`src/include/dci_pkg.sv`:
```
package dci_pkg;
  localparam int DCI_AW = 8;
  localparam int DCI_DW = 32;
  localparam int DCI_SW = 16;
  localparam int DCI_NFLAG = 8;
  localparam int DCI_NDET = 6;
  // Register offsets, byte addresses
  localparam logic [7:0] DCI_OFF_IRQ = 8'h00;
  localparam logic [7:0] DCI_OFF_SSA = 8'h04;
  localparam logic [7:0] DCI_OFF_SSIZ = 8'h08;
  localparam logic [7:0] DCI_OFF_DSIZ = 8'h0c;
  localparam logic [7:0] DCI_OFF_CSIZ = 8'h10;
  localparam logic [7:0] DCI_OFF_ACTL = 8'h14;
  // Field positions
  localparam int DCI_EN_LSB = 16;
  localparam int DCI_FLAG_LSB = 0;
  localparam int DCI_F_SRC_DONE = 7;
  localparam int DCI_F_SRC_HALF = 6;
  localparam int DCI_F_DST_DONE = 5;
  localparam int DCI_F_DST_HALF = 4;
  localparam int DCI_F_BLOCK = 3;
  localparam int DCI_F_CELL = 2;
  localparam int DCI_F_ABORT = 1;
  localparam int DCI_F_ADDR_ERR = 0;
  localparam int DCI_ACTL_EN = 0;
  localparam int DCI_ACTL_NUM_LSB = 8;
  // Pointer comparator slots
  localparam int DCI_D_SRC_DONE = 0;
  localparam int DCI_D_SRC_HALF = 1;
  localparam int DCI_D_DST_DONE = 2;
  localparam int DCI_D_DST_HALF = 3;
  localparam int DCI_D_BLOCK = 4;
  localparam int DCI_D_CELL = 5;
  // Reset values
  localparam logic [7:0] DCI_FLAG_RST = 8'h00;
  localparam logic [7:0] DCI_EN_RST = 8'h00;
  localparam logic [31:0] DCI_SSA_RST = 32'h0000_0000;
  localparam logic [15:0] DCI_SIZE_RST = 16'h0000;
  localparam logic [7:0] DCI_ANUM_RST = 8'hff;
  localparam logic DCI_AEN_RST = 1'b0;
  // Valid physical window for source start address
  localparam logic [31:0] DCI_ADDR_LO = 32'h0000_0000;
  localparam logic [31:0] DCI_ADDR_HI = 32'h1fff_ffff;

  typedef enum logic [1:0] {
    DCI_ST_IDLE = 2'b00,
    DCI_ST_ARMED = 2'b01,
    DCI_ST_ABORT = 2'b11
  } dci_state_t;

  typedef struct packed {
    logic [7:0] addr;
    logic [31:0] wdata;
    logic wr;
    logic rd;
  } dci_bus_t;

  typedef struct packed {
    logic start;
    logic busy;
    logic src_step;
    logic [15:0] src_ptr;
    logic dst_step;
    logic [15:0] dst_ptr;
    logic cell_step;
    logic [15:0] cell_ptr;
    logic blk_step;
    logic [15:0] blk_cnt;
    logic pat_match;
    logic addr_err;
    logic irq_valid;
    logic [7:0] irq_num;
  } dci_evt_t;

  function automatic logic dci_hit(input logic [7:0] addr, input logic [7:0] off);
    return addr == off;
  endfunction : dci_hit
endpackage : dci_pkg

```
`src/verilog/dci_event_detect.sv`:
```
`timescale 1ns/10ps
module dci_event_detect (
  input wire logic clock_i, // System clock
  input wire logic rst_n_i, // Async reset, active low
  input wire logic ce_i, // Clock enable
  input wire logic clr_i, // New transfer, forget history
  input wire logic step_i, // Pointer updated
  input wire logic [15:0] ptr_i, // Current pointer
  input wire logic [15:0] tgt_i, // Compare target
  output logic hit_o // Pointer just became equal
);
  logic eq;
  logic eq_prev_r;
  logic eq_prev_nxt;

  // Fires once as the pointer arrives, not while it rests there
  assign eq = ptr_i == tgt_i;
  assign hit_o = ce_i & step_i & eq & ~eq_prev_r;
  assign eq_prev_nxt = clr_i ? 1'b0 : (step_i ? eq : eq_prev_r);

  always_ff @(posedge clock_i or negedge rst_n_i) begin
    if (!rst_n_i) begin
      eq_prev_r <= 1'b0;
    end else if (ce_i) begin
      eq_prev_r <= eq_prev_nxt;
    end
  end
endmodule : dci_event_detect

```
`src/verilog/dci_channel_irq.sv`:
```
`timescale 1ns/10ps
// What this block does
// - Irq control bytes 31:24, 15:8 read zero
// - Enables in bits 23:16 match flags 7:0
// - Source done flag when pointer equals size
// - Source half flag at half source size
// - Destination done flag when pointer equals size
// - Destination half flag at half size
// - Block flag at larger size or pattern
// - Cell flag each finished cell
// - Abort flag after matching irq aborts transfer
// - Address error flag on invalid address
// - Source start address, 32 bits, resets zero
// - Source size is 16-bit byte count
// - Abort on matching irq only when enabled
module dci_channel_irq (
  input wire logic clock_i, // System clock, 200 MHz
  input wire logic rst_n_i, // Async reset, active low
  input wire logic ce_i, // Clock enable, low freezes all
  input wire dci_pkg::dci_bus_t bus_i, // Register request
  output logic [31:0] rdata_o, // Read data, cycle after read
  input wire dci_pkg::dci_evt_t evt_i, // Engine status and irqs
  output logic [31:0] ssa_o, // Source start address
  output logic [15:0] ssiz_o, // Source size
  output logic [15:0] dsiz_o, // Destination size
  output logic [15:0] csiz_o, // Cell size
  output logic abort_req_o, // Abort request to engine
  output logic irq_o // Channel interrupt, level
);
  import dci_pkg::*;

  logic [7:0] flags_r;
  logic [7:0] flags_nxt;
  logic [7:0] en_r;
  logic [7:0] en_nxt;
  logic [31:0] ssa_r;
  logic [31:0] ssa_nxt;
  logic [15:0] ssiz_r;
  logic [15:0] ssiz_nxt;
  logic [15:0] dsiz_r;
  logic [15:0] dsiz_nxt;
  logic [15:0] csiz_r;
  logic [15:0] csiz_nxt;
  logic [7:0] anum_r;
  logic [7:0] anum_nxt;
  logic aen_r;
  logic aen_nxt;
  logic [31:0] rdata_r;
  logic [31:0] rdata_nxt;
  dci_state_t state_r;
  dci_state_t state_nxt;

  // Address decode
  logic sel_irq;
  logic sel_ssa;
  logic sel_ssiz;
  logic sel_dsiz;
  logic sel_csiz;
  logic sel_actl;
  logic wr_irq;
  logic [31:0] rd_mux;
  logic [31:0] irq_word;
  logic [31:0] actl_word;

  assign sel_irq = dci_hit(bus_i.addr, DCI_OFF_IRQ);
  assign sel_ssa = dci_hit(bus_i.addr, DCI_OFF_SSA);
  assign sel_ssiz = dci_hit(bus_i.addr, DCI_OFF_SSIZ);
  assign sel_dsiz = dci_hit(bus_i.addr, DCI_OFF_DSIZ);
  assign sel_csiz = dci_hit(bus_i.addr, DCI_OFF_CSIZ);
  assign sel_actl = dci_hit(bus_i.addr, DCI_OFF_ACTL);
  assign wr_irq = bus_i.wr & sel_irq;

  // Unimplemented bytes tie to zero
  assign irq_word = {8'h00, en_r, 8'h00, flags_r};
  assign actl_word = {16'h0000, anum_r, 7'h00, aen_r};

  assign rd_mux = sel_irq ? irq_word :
                  sel_ssa ? ssa_r :
                  sel_ssiz ? {16'h0000, ssiz_r} :
                  sel_dsiz ? {16'h0000, dsiz_r} :
                  sel_csiz ? {16'h0000, csiz_r} :
                  sel_actl ? actl_word : 32'h0000_0000;
  assign rdata_nxt = bus_i.rd ? rd_mux : 32'h0000_0000;

  // Register writes
  assign en_nxt = wr_irq ? bus_i.wdata[23:16] : en_r;
  assign ssa_nxt = (bus_i.wr & sel_ssa) ? bus_i.wdata : ssa_r;
  assign ssiz_nxt = (bus_i.wr & sel_ssiz) ? bus_i.wdata[15:0] : ssiz_r;
  assign dsiz_nxt = (bus_i.wr & sel_dsiz) ? bus_i.wdata[15:0] : dsiz_r;
  assign csiz_nxt = (bus_i.wr & sel_csiz) ? bus_i.wdata[15:0] : csiz_r;
  assign aen_nxt = (bus_i.wr & sel_actl) ? bus_i.wdata[DCI_ACTL_EN] : aen_r;
  assign anum_nxt = (bus_i.wr & sel_actl) ?
                    bus_i.wdata[DCI_ACTL_NUM_LSB +: 8] : anum_r;

  // Pointer comparators
  logic det_step [DCI_NDET];
  logic [15:0] det_ptr [DCI_NDET];
  logic [15:0] det_tgt [DCI_NDET];
  logic [DCI_NDET-1:0] det_hit;
  logic [15:0] blk_size;

  assign blk_size = (ssiz_r > dsiz_r) ? ssiz_r : dsiz_r;

  assign det_step[DCI_D_SRC_DONE] = evt_i.src_step;
  assign det_ptr[DCI_D_SRC_DONE] = evt_i.src_ptr;
  assign det_tgt[DCI_D_SRC_DONE] = ssiz_r;
  assign det_step[DCI_D_SRC_HALF] = evt_i.src_step;
  assign det_ptr[DCI_D_SRC_HALF] = evt_i.src_ptr;
  assign det_tgt[DCI_D_SRC_HALF] = ssiz_r >> 1;
  assign det_step[DCI_D_DST_DONE] = evt_i.dst_step;
  assign det_ptr[DCI_D_DST_DONE] = evt_i.dst_ptr;
  assign det_tgt[DCI_D_DST_DONE] = dsiz_r;
  assign det_step[DCI_D_DST_HALF] = evt_i.dst_step;
  assign det_ptr[DCI_D_DST_HALF] = evt_i.dst_ptr;
  assign det_tgt[DCI_D_DST_HALF] = dsiz_r >> 1;
  assign det_step[DCI_D_BLOCK] = evt_i.blk_step;
  assign det_ptr[DCI_D_BLOCK] = evt_i.blk_cnt;
  assign det_tgt[DCI_D_BLOCK] = blk_size;
  assign det_step[DCI_D_CELL] = evt_i.cell_step;
  assign det_ptr[DCI_D_CELL] = evt_i.cell_ptr;
  assign det_tgt[DCI_D_CELL] = csiz_r;

  genvar gi;
  generate
    for (gi = 0; gi < DCI_NDET; gi++) begin : g_det
      dci_event_detect u_det (
        .clock_i(clock_i),
        .rst_n_i(rst_n_i),
        .ce_i(ce_i),
        .clr_i(evt_i.start),
        .step_i(det_step[gi]),
        .ptr_i(det_ptr[gi]),
        .tgt_i(det_tgt[gi]),
        .hit_o(det_hit[gi])
      );
    end
  endgenerate

  // Abort sequencer
  logic abort_hit;
  logic abort_done;

  assign abort_hit = aen_r & evt_i.busy & evt_i.irq_valid &
                     (evt_i.irq_num == anum_r);

  always_comb begin
    state_nxt = state_r;
    case (state_r)
      DCI_ST_IDLE: begin
        if (abort_hit) begin
          state_nxt = DCI_ST_ABORT;
        end else if (aen_r & evt_i.busy) begin
          state_nxt = DCI_ST_ARMED;
        end
      end
      DCI_ST_ARMED: begin
        if (abort_hit) begin
          state_nxt = DCI_ST_ABORT;
        end else if (!(aen_r & evt_i.busy)) begin
          state_nxt = DCI_ST_IDLE;
        end
      end
      DCI_ST_ABORT: begin
        if (!evt_i.busy) begin
          state_nxt = DCI_ST_IDLE;
        end
      end
      default: begin
        state_nxt = DCI_ST_IDLE;
      end
    endcase
  end

  // Flag only once the engine has really stopped
  assign abort_done = (state_r == DCI_ST_ABORT) & ~evt_i.busy;
  assign abort_req_o = state_r == DCI_ST_ABORT;

  // Event flags
  logic ssa_bad;
  logic [7:0] set_vec;
  logic [7:0] clr_vec;

  assign ssa_bad = (ssa_r < DCI_ADDR_LO) | (ssa_r > DCI_ADDR_HI);

  assign set_vec[DCI_F_SRC_DONE] = det_hit[DCI_D_SRC_DONE];
  assign set_vec[DCI_F_SRC_HALF] = det_hit[DCI_D_SRC_HALF];
  assign set_vec[DCI_F_DST_DONE] = det_hit[DCI_D_DST_DONE];
  assign set_vec[DCI_F_DST_HALF] = det_hit[DCI_D_DST_HALF];
  assign set_vec[DCI_F_BLOCK] = det_hit[DCI_D_BLOCK] | evt_i.pat_match;
  assign set_vec[DCI_F_CELL] = det_hit[DCI_D_CELL];
  assign set_vec[DCI_F_ABORT] = abort_done;
  assign set_vec[DCI_F_ADDR_ERR] = evt_i.addr_err | (evt_i.start & ssa_bad);

  // Write one clears; a same-cycle event wins
  assign clr_vec = wr_irq ? bus_i.wdata[DCI_FLAG_LSB +: DCI_NFLAG] : 8'h00;
  assign flags_nxt = (flags_r & ~clr_vec) | set_vec;

  assign irq_o = |(flags_r & en_r);
  assign rdata_o = rdata_r;
  assign ssa_o = ssa_r;
  assign ssiz_o = ssiz_r;
  assign dsiz_o = dsiz_r;
  assign csiz_o = csiz_r;

  always_ff @(posedge clock_i or negedge rst_n_i) begin
    if (!rst_n_i) begin
      flags_r <= DCI_FLAG_RST;
      en_r <= DCI_EN_RST;
      rdata_r <= 32'h0000_0000;
      state_r <= DCI_ST_IDLE;
    end else if (ce_i) begin
      flags_r <= flags_nxt;
      en_r <= en_nxt;
      rdata_r <= rdata_nxt;
      state_r <= state_nxt;
    end
  end

  always_ff @(posedge clock_i or negedge rst_n_i) begin
    if (!rst_n_i) begin
      ssa_r <= DCI_SSA_RST;
      ssiz_r <= DCI_SIZE_RST;
      dsiz_r <= DCI_SIZE_RST;
      csiz_r <= DCI_SIZE_RST;
      anum_r <= DCI_ANUM_RST;
      aen_r <= DCI_AEN_RST;
    end else if (ce_i) begin
      ssa_r <= ssa_nxt;
      ssiz_r <= ssiz_nxt;
      dsiz_r <= dsiz_nxt;
      csiz_r <= csiz_nxt;
      anum_r <= anum_nxt;
      aen_r <= aen_nxt;
    end
  end
endmodule : dci_channel_irq

```
`config.mk`:
```
export PLATFORM = sky130hd
export DESIGN_NAME = dci_channel_irq
export DESIGN_NICKNAME = d
export VERILOG_FILES = /design/src/include/dci_pkg.sv /design/src/verilog/dci_event_detect.sv /design/src/verilog/dci_channel_irq.sv
export SDC_FILE = /design/constraint.sdc
export NUM_CORES = 1
export LEC_CHECK = 0
export BUFFER_PORTS_ARGS = -buffer_cell sky130_fd_sc_hd__buf_4
export CAP_MARGIN = 20
export CELL_PAD_IN_SITES_DETAIL_PLACEMENT = 1
export CELL_PAD_IN_SITES_GLOBAL_PLACEMENT = 1
export CORE_MARGIN = 3
export CORE_UTILIZATION = 40
export CTS_CLUSTER_DIAMETER = 100
export CTS_CLUSTER_SIZE = 14
export DETAILED_ROUTE_END_ITERATION = 12
export HOLD_SLACK_MARGIN = 0.15
export PLACE_DENSITY_LB_ADDON = 0.1
export SLEW_MARGIN = 5
export SYNTH_ARGS = -nofsm -noshare
export SYNTH_HDL_FRONTEND = slang
export SYNTH_HIERARCHICAL = 1
export SYNTH_SLANG_ARGS = --single-unit
```
`constraint.sdc`:
```
create_clock -name clock_i -period 4.23 [get_ports clock_i]
set_clock_uncertainty 0.05 [all_clocks]
set_input_delay 0.6345 -clock clock_i [delete_from_list [all_inputs] [get_ports clock_i]]
set_output_delay 0.6345 -clock clock_i [all_outputs]
set_load 0.01 [all_outputs]
```
**After elaboration in Yosys (flattened, before gate mapping)**

Index checks and enable logic that the tools add are counted.

- Output and inout bits: 114
- Input port bits: 126
- Register bits: 145

- Order comparisons: 3
- Eq/ne operators: 17
- Reductions and logical operators: 18
- Muxes and demuxes: 27
- Bitwise operators: 41

Operator list:

| operator | number |
|---|---|
| 2-to-1 mux 32 bit | 3 |
| 2-to-1 mux 16 bit | 5 |
| equality test 16 bit | 4 |
| equality test 16 x 15 -> 1 bit | 2 |
| greater-than comparator 32 x 29 -> 1 bit, second input constant | 1 |
| less-than comparator 32 x 1 -> 1 bit, second input constant | 1 |
| bitwise AND 1 bit | 27 |
| AND reduction 2 bit | 10 |
| bitwise AND 8 bit | 2 |
| equality test 8 x 4 -> 1 bit, second input constant | 2 |
| equality test 8 x 5 -> 1 bit, second input constant | 2 |
| greater-than comparator 16 bit | 1 |
| 2-to-1 mux 1 bit | 12 |
| 2-to-1 mux 2 bit | 5 |
| equality test 8 x 3 -> 1 bit, second input constant | 1 |
| equality test 8 bit | 1 |
| zero test 8 bit | 1 |
| 2-to-1 mux 8 bit | 1 |
| inverter 8 bit | 1 |
| OR 8 bit | 1 |
| nonzero test 2 bit | 4 |
| OR reduction 8 bit | 1 |
| inverter 1 bit | 7 |
| inequality test 3 bit, second input constant | 2 |
| other kinds (7) | 9 |

**Logic depth before layout (Yosys ltp)**

- Depth in word-level cells: 8
- Depth in mapped cells: 14
- Depth with buffers taken out: 13

**Modules after synthesis**

Netlist, hierarchy kept.

Modules (own cells, without submodules):

| module | cells an instance | area each (um^2) | instances |
|---|---|---|---|
| dci_channel_irq | 611 | 6939.2 | 1 |
| dci_event_detect | 30 | 241.5 | 6 |

**Least setup slack after synthesis**

No wires, ideal clock.

- Kind: reg-to-reg
- From: reg dsiz_r[15], in the netlist dsiz_o[15]
- To: reg flags_r[3]
- Required time: 4.114 ns
- Buffers on the path: 1
- Arrival time: 3.425 ns
- Clock period less this slack: 3.540 ns
- Slack: 0.690 ns
- Stages on the path, launching flop included: 15
- Cells stage by stage: dfrtp_1 -> inv_1 -> ha_1 -> nand4_1 -> nor4_1 -> o21ai_0 -> a31oi_2 -> buf_4 -> mux2_2 -> xnor2_1 -> nand2_1 -> or4_4 -> nor4_1 -> o21ai_0 -> nand2_1

- Longest elaborated chain between the ends: 7

RTL lines:

| item | RTL line | RTL |
|---|---|---|
| from (decl) | dci_channel_irq.sv:40 | `logic [15:0] dsiz_r;` |
| from (signal assigned) | dci_channel_irq.sv:230 | `dsiz_r <= dsiz_nxt;` |
| greater-than comparator 16 bit | dci_channel_irq.sv:102 | `assign blk_size = (ssiz_r > dsiz_r) ? ssiz_r : dsiz_r;` |
| 2-to-1 mux 16 bit | dci_channel_irq.sv:102 |  |
| net blk_size[7] | dci_channel_irq.sv:100 | `logic [15:0] blk_size;` |
| equality test 16 bit | dci_event_detect.sv:17 | `assign eq = ptr_i == tgt_i;` |
| bitwise AND 1 bit (2 in series) | dci_event_detect.sv:18 | `assign hit_o = ce_i & step_i & eq & ~eq_prev_r;` |
| net det_hit[4] | dci_channel_irq.sv:99 | `logic [DCI_NDET-1:0] det_hit;` |
| OR 1 bit | dci_channel_irq.sv:189 | `assign set_vec[DCI_F_BLOCK] = det_hit[DCI_D_BLOCK] \| evt_i.pat_match;` |
| OR 8 bit | dci_channel_irq.sv:196 | `assign flags_nxt = (flags_r & ~clr_vec) \| set_vec;` |
| to (signal assigned) | dci_channel_irq.sv:212 | `flags_r <= flags_nxt;` |
| to (decl) | dci_channel_irq.sv:32 | `logic [7:0] flags_r;` |

The timed path passes the listed nets, and every way through them passes these cells.
A chain may end at the register's enable or synchronous reset.

**Worst setup path after layout**

- From: reg dsiz_r[14], in the netlist dsiz_o[14]
- To: reg flags_r[3]

Same word-level chain as after synthesis.

==> results <==
- The flow ran to the end, and the final reports show no timing, DRC or antenna violations.
- Using the TritonRoute via totals, the vias-per-cell ratio works out to 5.601.
- The number of slew-limit violations in the final report is 0.
- Setup repair after global routing left no endpoint under its margin.
- The leakage power is 5.305 nW.
- The design draws 3.605 mW.
- In this run, post-CTS hold repair placed 0 buffers.
- The synthesized instance count is 791.
- The endpoint type of the worst setup path is a flip-flop.
- Headroom to the max-slew limit came out at 33.17%.
- The maximum achievable frequency is 267.2 MHz.
- The number of antenna diodes is 0.
- The antenna violation net count after detailed routing is 0.
- The H-tree level count is 4.
- The most common flop cell mapped by yosys is dfrtp_1.
- The sequential cell area fraction in the yosys report is 43.38%.
- The routed design has 30340 um of wire.
- For this configuration, the core starts out at a cell density of 41.06%.
- During synthesis, Yosys emitted a total of 6 warnings.
- The largest net degree at the start of global routing is 100.
- Leaving out fill and tap cells, the most frequent cells in the layout are buf_4 (257), dfrtp_1 (137), mux2_2 (79), nand2_1 (72), inv_1 (64).
- The die boundary width is 150.8 um.
- For this run, the slowest stage of the critical path takes 0.52 ns.
- Post-CTS timing repair inserted 0 buffers for setup.
- The via count of the first global-routing pass was 7807.
- The clock-pin slew of the registers on the worst-case setup and hold paths is 0.07 ns.
- The post-layout net count is 1182.
- The global-route wire length before repair is 46370 um.
- The data arrival time of the critical path is 4.06 ns.
- The number of CTS-inserted buffers is 17.
- The total negative slack for setup checks is 0 ns.
- The post-cts gate resize count is 0.
- The die area is 22740 sq um.
- The actual slew at the worst max-slew pin is 1.002 ns.
- The final count of hold timing violations is 0.
- The post-route clock period utilization is 88.48%.
- The clock sink total is 145.
- The total number of vias is 7410.
- After legalization and detailed placement, the total HPWL measured 23240 um.
- Counting flops and latches in the post-synthesis netlist gives 145.
- The minimum clock period after layout is 3.743 ns.
- Counting the fill cells in the layout gives 2323.
- Counting distinct cell types in the post-synthesis netlist gives 51.
- The area growth from synthesis to layout is 33.04%.
- Yosys mapped a number of flops with a built-in enable equal to 0.
- Setup violations remaining at the end of the flow were counted as 0.
- The register-to-register setup slack is 0.49 ns.
- The number of antenna violations at the first check in global routing is 0.
- The fraction of layout cells with a size suffix above 1 is 38.18%.
- After synthesis, the mean cell area works out to 10.60 sq um.
- The count of boundary I/O pins is 240.
- Counting along the longest clock path gives a buffer depth of 2.
- The clock network latency to the later pin of the worst-skew pair is 0.43 ns.
- TritonCTS built the clock tree.
- At the worst endpoint, the required time is 4.54 ns.
- The library cell used most frequently in the layout, excluding fill and tap cells, is buf_4.
- The synthesized design devotes to its leading area cell type 40.87% of total area.
- Summed over all instances, the cell type with the most area after synthesis is dfrtp_1.
- The pre-antenna-repair detailed-routing pass consisted of 5 iterations.
- The path class of the tightest hold or removal check is in -> async.
- The total placed instance area is 10530 sq um.
- The post-route DRC violation count is 0.
- Global routing used 26.76% of the available tracks.
- Summing all non-filler instances in the final layout gives an area of 11160 sq um.
- The max-capacitance violation count is 0.
- The type of origin of the critical path is a flip-flop.
- The final weighted congestion in routability-driven placement is 0.8802.
- The kind of cell with the highest combined delay along the critical path is simple AND/OR/NAND/NOR gates.
- The number of buffers and inverters on the critical path is 2.
- The share of async-settable or async-resettable flops after synthesis is 100.0%.
- The largest voltage drop on the vdd net is 0.2788 mV.
- The mapped cell area is 8388 sq um.
- The number of standard-cell rows in the floorplan is 52.
- The per-cell routed wire length is 22.93 um.
- For this design the ratio of total power to cell area is 323.1 nW/um^2.
- The cell sitting at the root of the clock tree is a clkbuf_16.
- Walking the worst path, the cells encountered are inv_1 -> ha_1 -> nand4_1 -> nor4_2 -> o21ai_0 -> a31oi_2 -> buf_4 -> mux2_2 -> xnor2_1 -> nand4_1 -> or4_4 -> nor4_1 -> o21ai_0 -> nand2_1.
- The library cell contributing the largest single delay on the critical path is dfrtp_1.
- In this run the vertical extent of the chip is 150.8 um.
- The global-route congestion overflow total is 0.
- By area the synthesized netlist is led by dfrtp_1 (41%), mux2_2 (11%), xnor2_1 (6.1%), mux2_1 (5.0%), nand2_1 (3.2%).
- The number of DRC markers after the initial detailed-route iteration is 444.
- The count of buffers added on input and output ports is 239.
- The critical path is of the reg -> reg type.
- The region available for standard cell placement spans 20430 sq um.
- Of all nets on the critical path, the largest fanout is 16.
==> stage by stage <==
stage / instances / util (%) / setup WS [ns] / hold WS, ns
after floorplan: 792 / - / 0.6897 / 0.2889
after global placement: 1291 / 51.54 / 0.6149 / 0.4127
after detailed placement: 1291 / 51.54 / 0.4389 / 0.4185
after CTS: 1323 / 54.59 / 0.4120 / 0.3075
after global routing: 1323 / 54.62 / 0.04859 / 0.3173
final: 1323 / 54.62 / 0.4873 / 0.2174
==> worst reg2reg max path, stage by stage, from the launching register on <==
cell and delay [ns]:
dfrtp_1 0.52, inv_1 0.08, ha_1 0.31, nand4_1 0.21
nor4_2 0.35, o21ai_0 0.17, a31oi_2 0.18, buf_4 0.26
mux2_2 0.38, xnor2_1 0.17, nand4_1 0.13, or4_4 0.44
nor4_1 0.26, o21ai_0 0.11, nand2_1 0.06
==> cell type report <==
| class | count | area, sq um | area share, % |
|---|---|---|---|
| Tap cell | 270 | 337.8 | 3.027 |
| Clock buffer | 18 | 429.2 | 3.846 |
| Sequential cell | 145 | 3638 | 32.60 |
| Timing Repair Buffer | 258 | 1941 | 17.39 |
| Inverter | 64 | 240.2 | 2.153 |
| Multi-Input combinational cell | 554 | 4379 | 39.24 |
| Clock inverter | 14 | 193.9 | 1.738 |
==> synth_stat cells, types with 3 or more instances <==
| master | n |
|---|---|
| nand4_1 | 11 |
| a221oi_1 | 3 |
| a22oi_1 | 20 |
| nand2b_1 | 5 |
| nor4_1 | 15 |
| o211ai_1 | 10 |
| dfrtp_1 | 137 |
| and2_1 | 3 |
| nand2_1 | 72 |
| nor3_4 | 3 |
| a222oi_1 | 6 |
| or4_1 | 3 |
| o21ai_0 | 46 |
| buf_2 | 10 |
| xnor2_1 | 58 |
| a22o_1 | 6 |
| a21o_1 | 5 |
| inv_1 | 64 |
| o22ai_1 | 18 |
| nand3_1 | 12 |
| o32ai_1 | 11 |
| nor3_1 | 3 |
| mux2i_1 | 5 |
| mux2_2 | 79 |
| ha_1 | 16 |
| or4_4 | 6 |
| xor2_1 | 28 |
| nor2_1 | 18 |
| clkbuf_1 | 12 |
| dfstp_2 | 8 |
| a21oi_1 | 30 |
| buf_4 | 5 |
| o41ai_2 | 6 |
| mux2_1 | 37 |
==> path summary, 6_finish.rpt <==
check                                               from                  endpoint  cells past startpoint
worst max register to register                dsiz_o[14]                flags_r[3]                     14
worst min-delay path                             rst_n_i  g_det[1].u_det/eq_prev_r                      1
worst min register to register  g_det[0].u_det/eq_prev_r  g_det[0].u_det/eq_prev_r                      2
max in group asynchronous                        rst_n_i                  ssa_o[2]                      2
min in group clock_i                           bus_i[26]                 ssa_o[24]                      2
worst max-delay path                          dsiz_o[14]                flags_r[3]                     14
==> flip-flops by register name, summed over array words and instances, names as in the netlist, 2 cells and up <==
signal and flops:
en_r 8, ssa_o 32, g_det.u_det/eq_prev_r 6, state_r 2
ssiz_o 16, csiz_o 16, rdata_o 32, anum_r 8
flags_r 8, dsiz_o 16
==> cells by family after synthesis <==
group / share of synthesized area (%)
AOI/OAI and AO/OA: 13.68
adders and majority gates: 2.387
buffers and inverters: 4.624
xor gates and xnor gates: 8.980
muxes: 16.17
DFF: 43.38
and+or+nand+nor: 10.74
other: 0.04471
==> metal layers <==
metal	part of all wire, %	GRT usage (%)	vias to the layer above
met5	0	0	-
met4	3.4	10.20	0
met3	6.0	4.967	54
met2	47	42.06	245
met1	44	36.81	3744
li1	-	-	3367
==> power by group <==
| part | leakage [nW] | total, mW | internal, mW | switching (mW) |
|---|---|---|---|---|
| registers | 1.97 | 1.45 | 1.41 | 0.0381 |
| logic | 3.03 | 0.514 | 0.243 | 0.271 |
| clock network | 0.303 | 1.64 | 0.953 | 0.686 |
| total | 5.31 | 3.61 | 2.61 | 0.996 |
No activity file was read; power rests on OpenSTA's default activity.
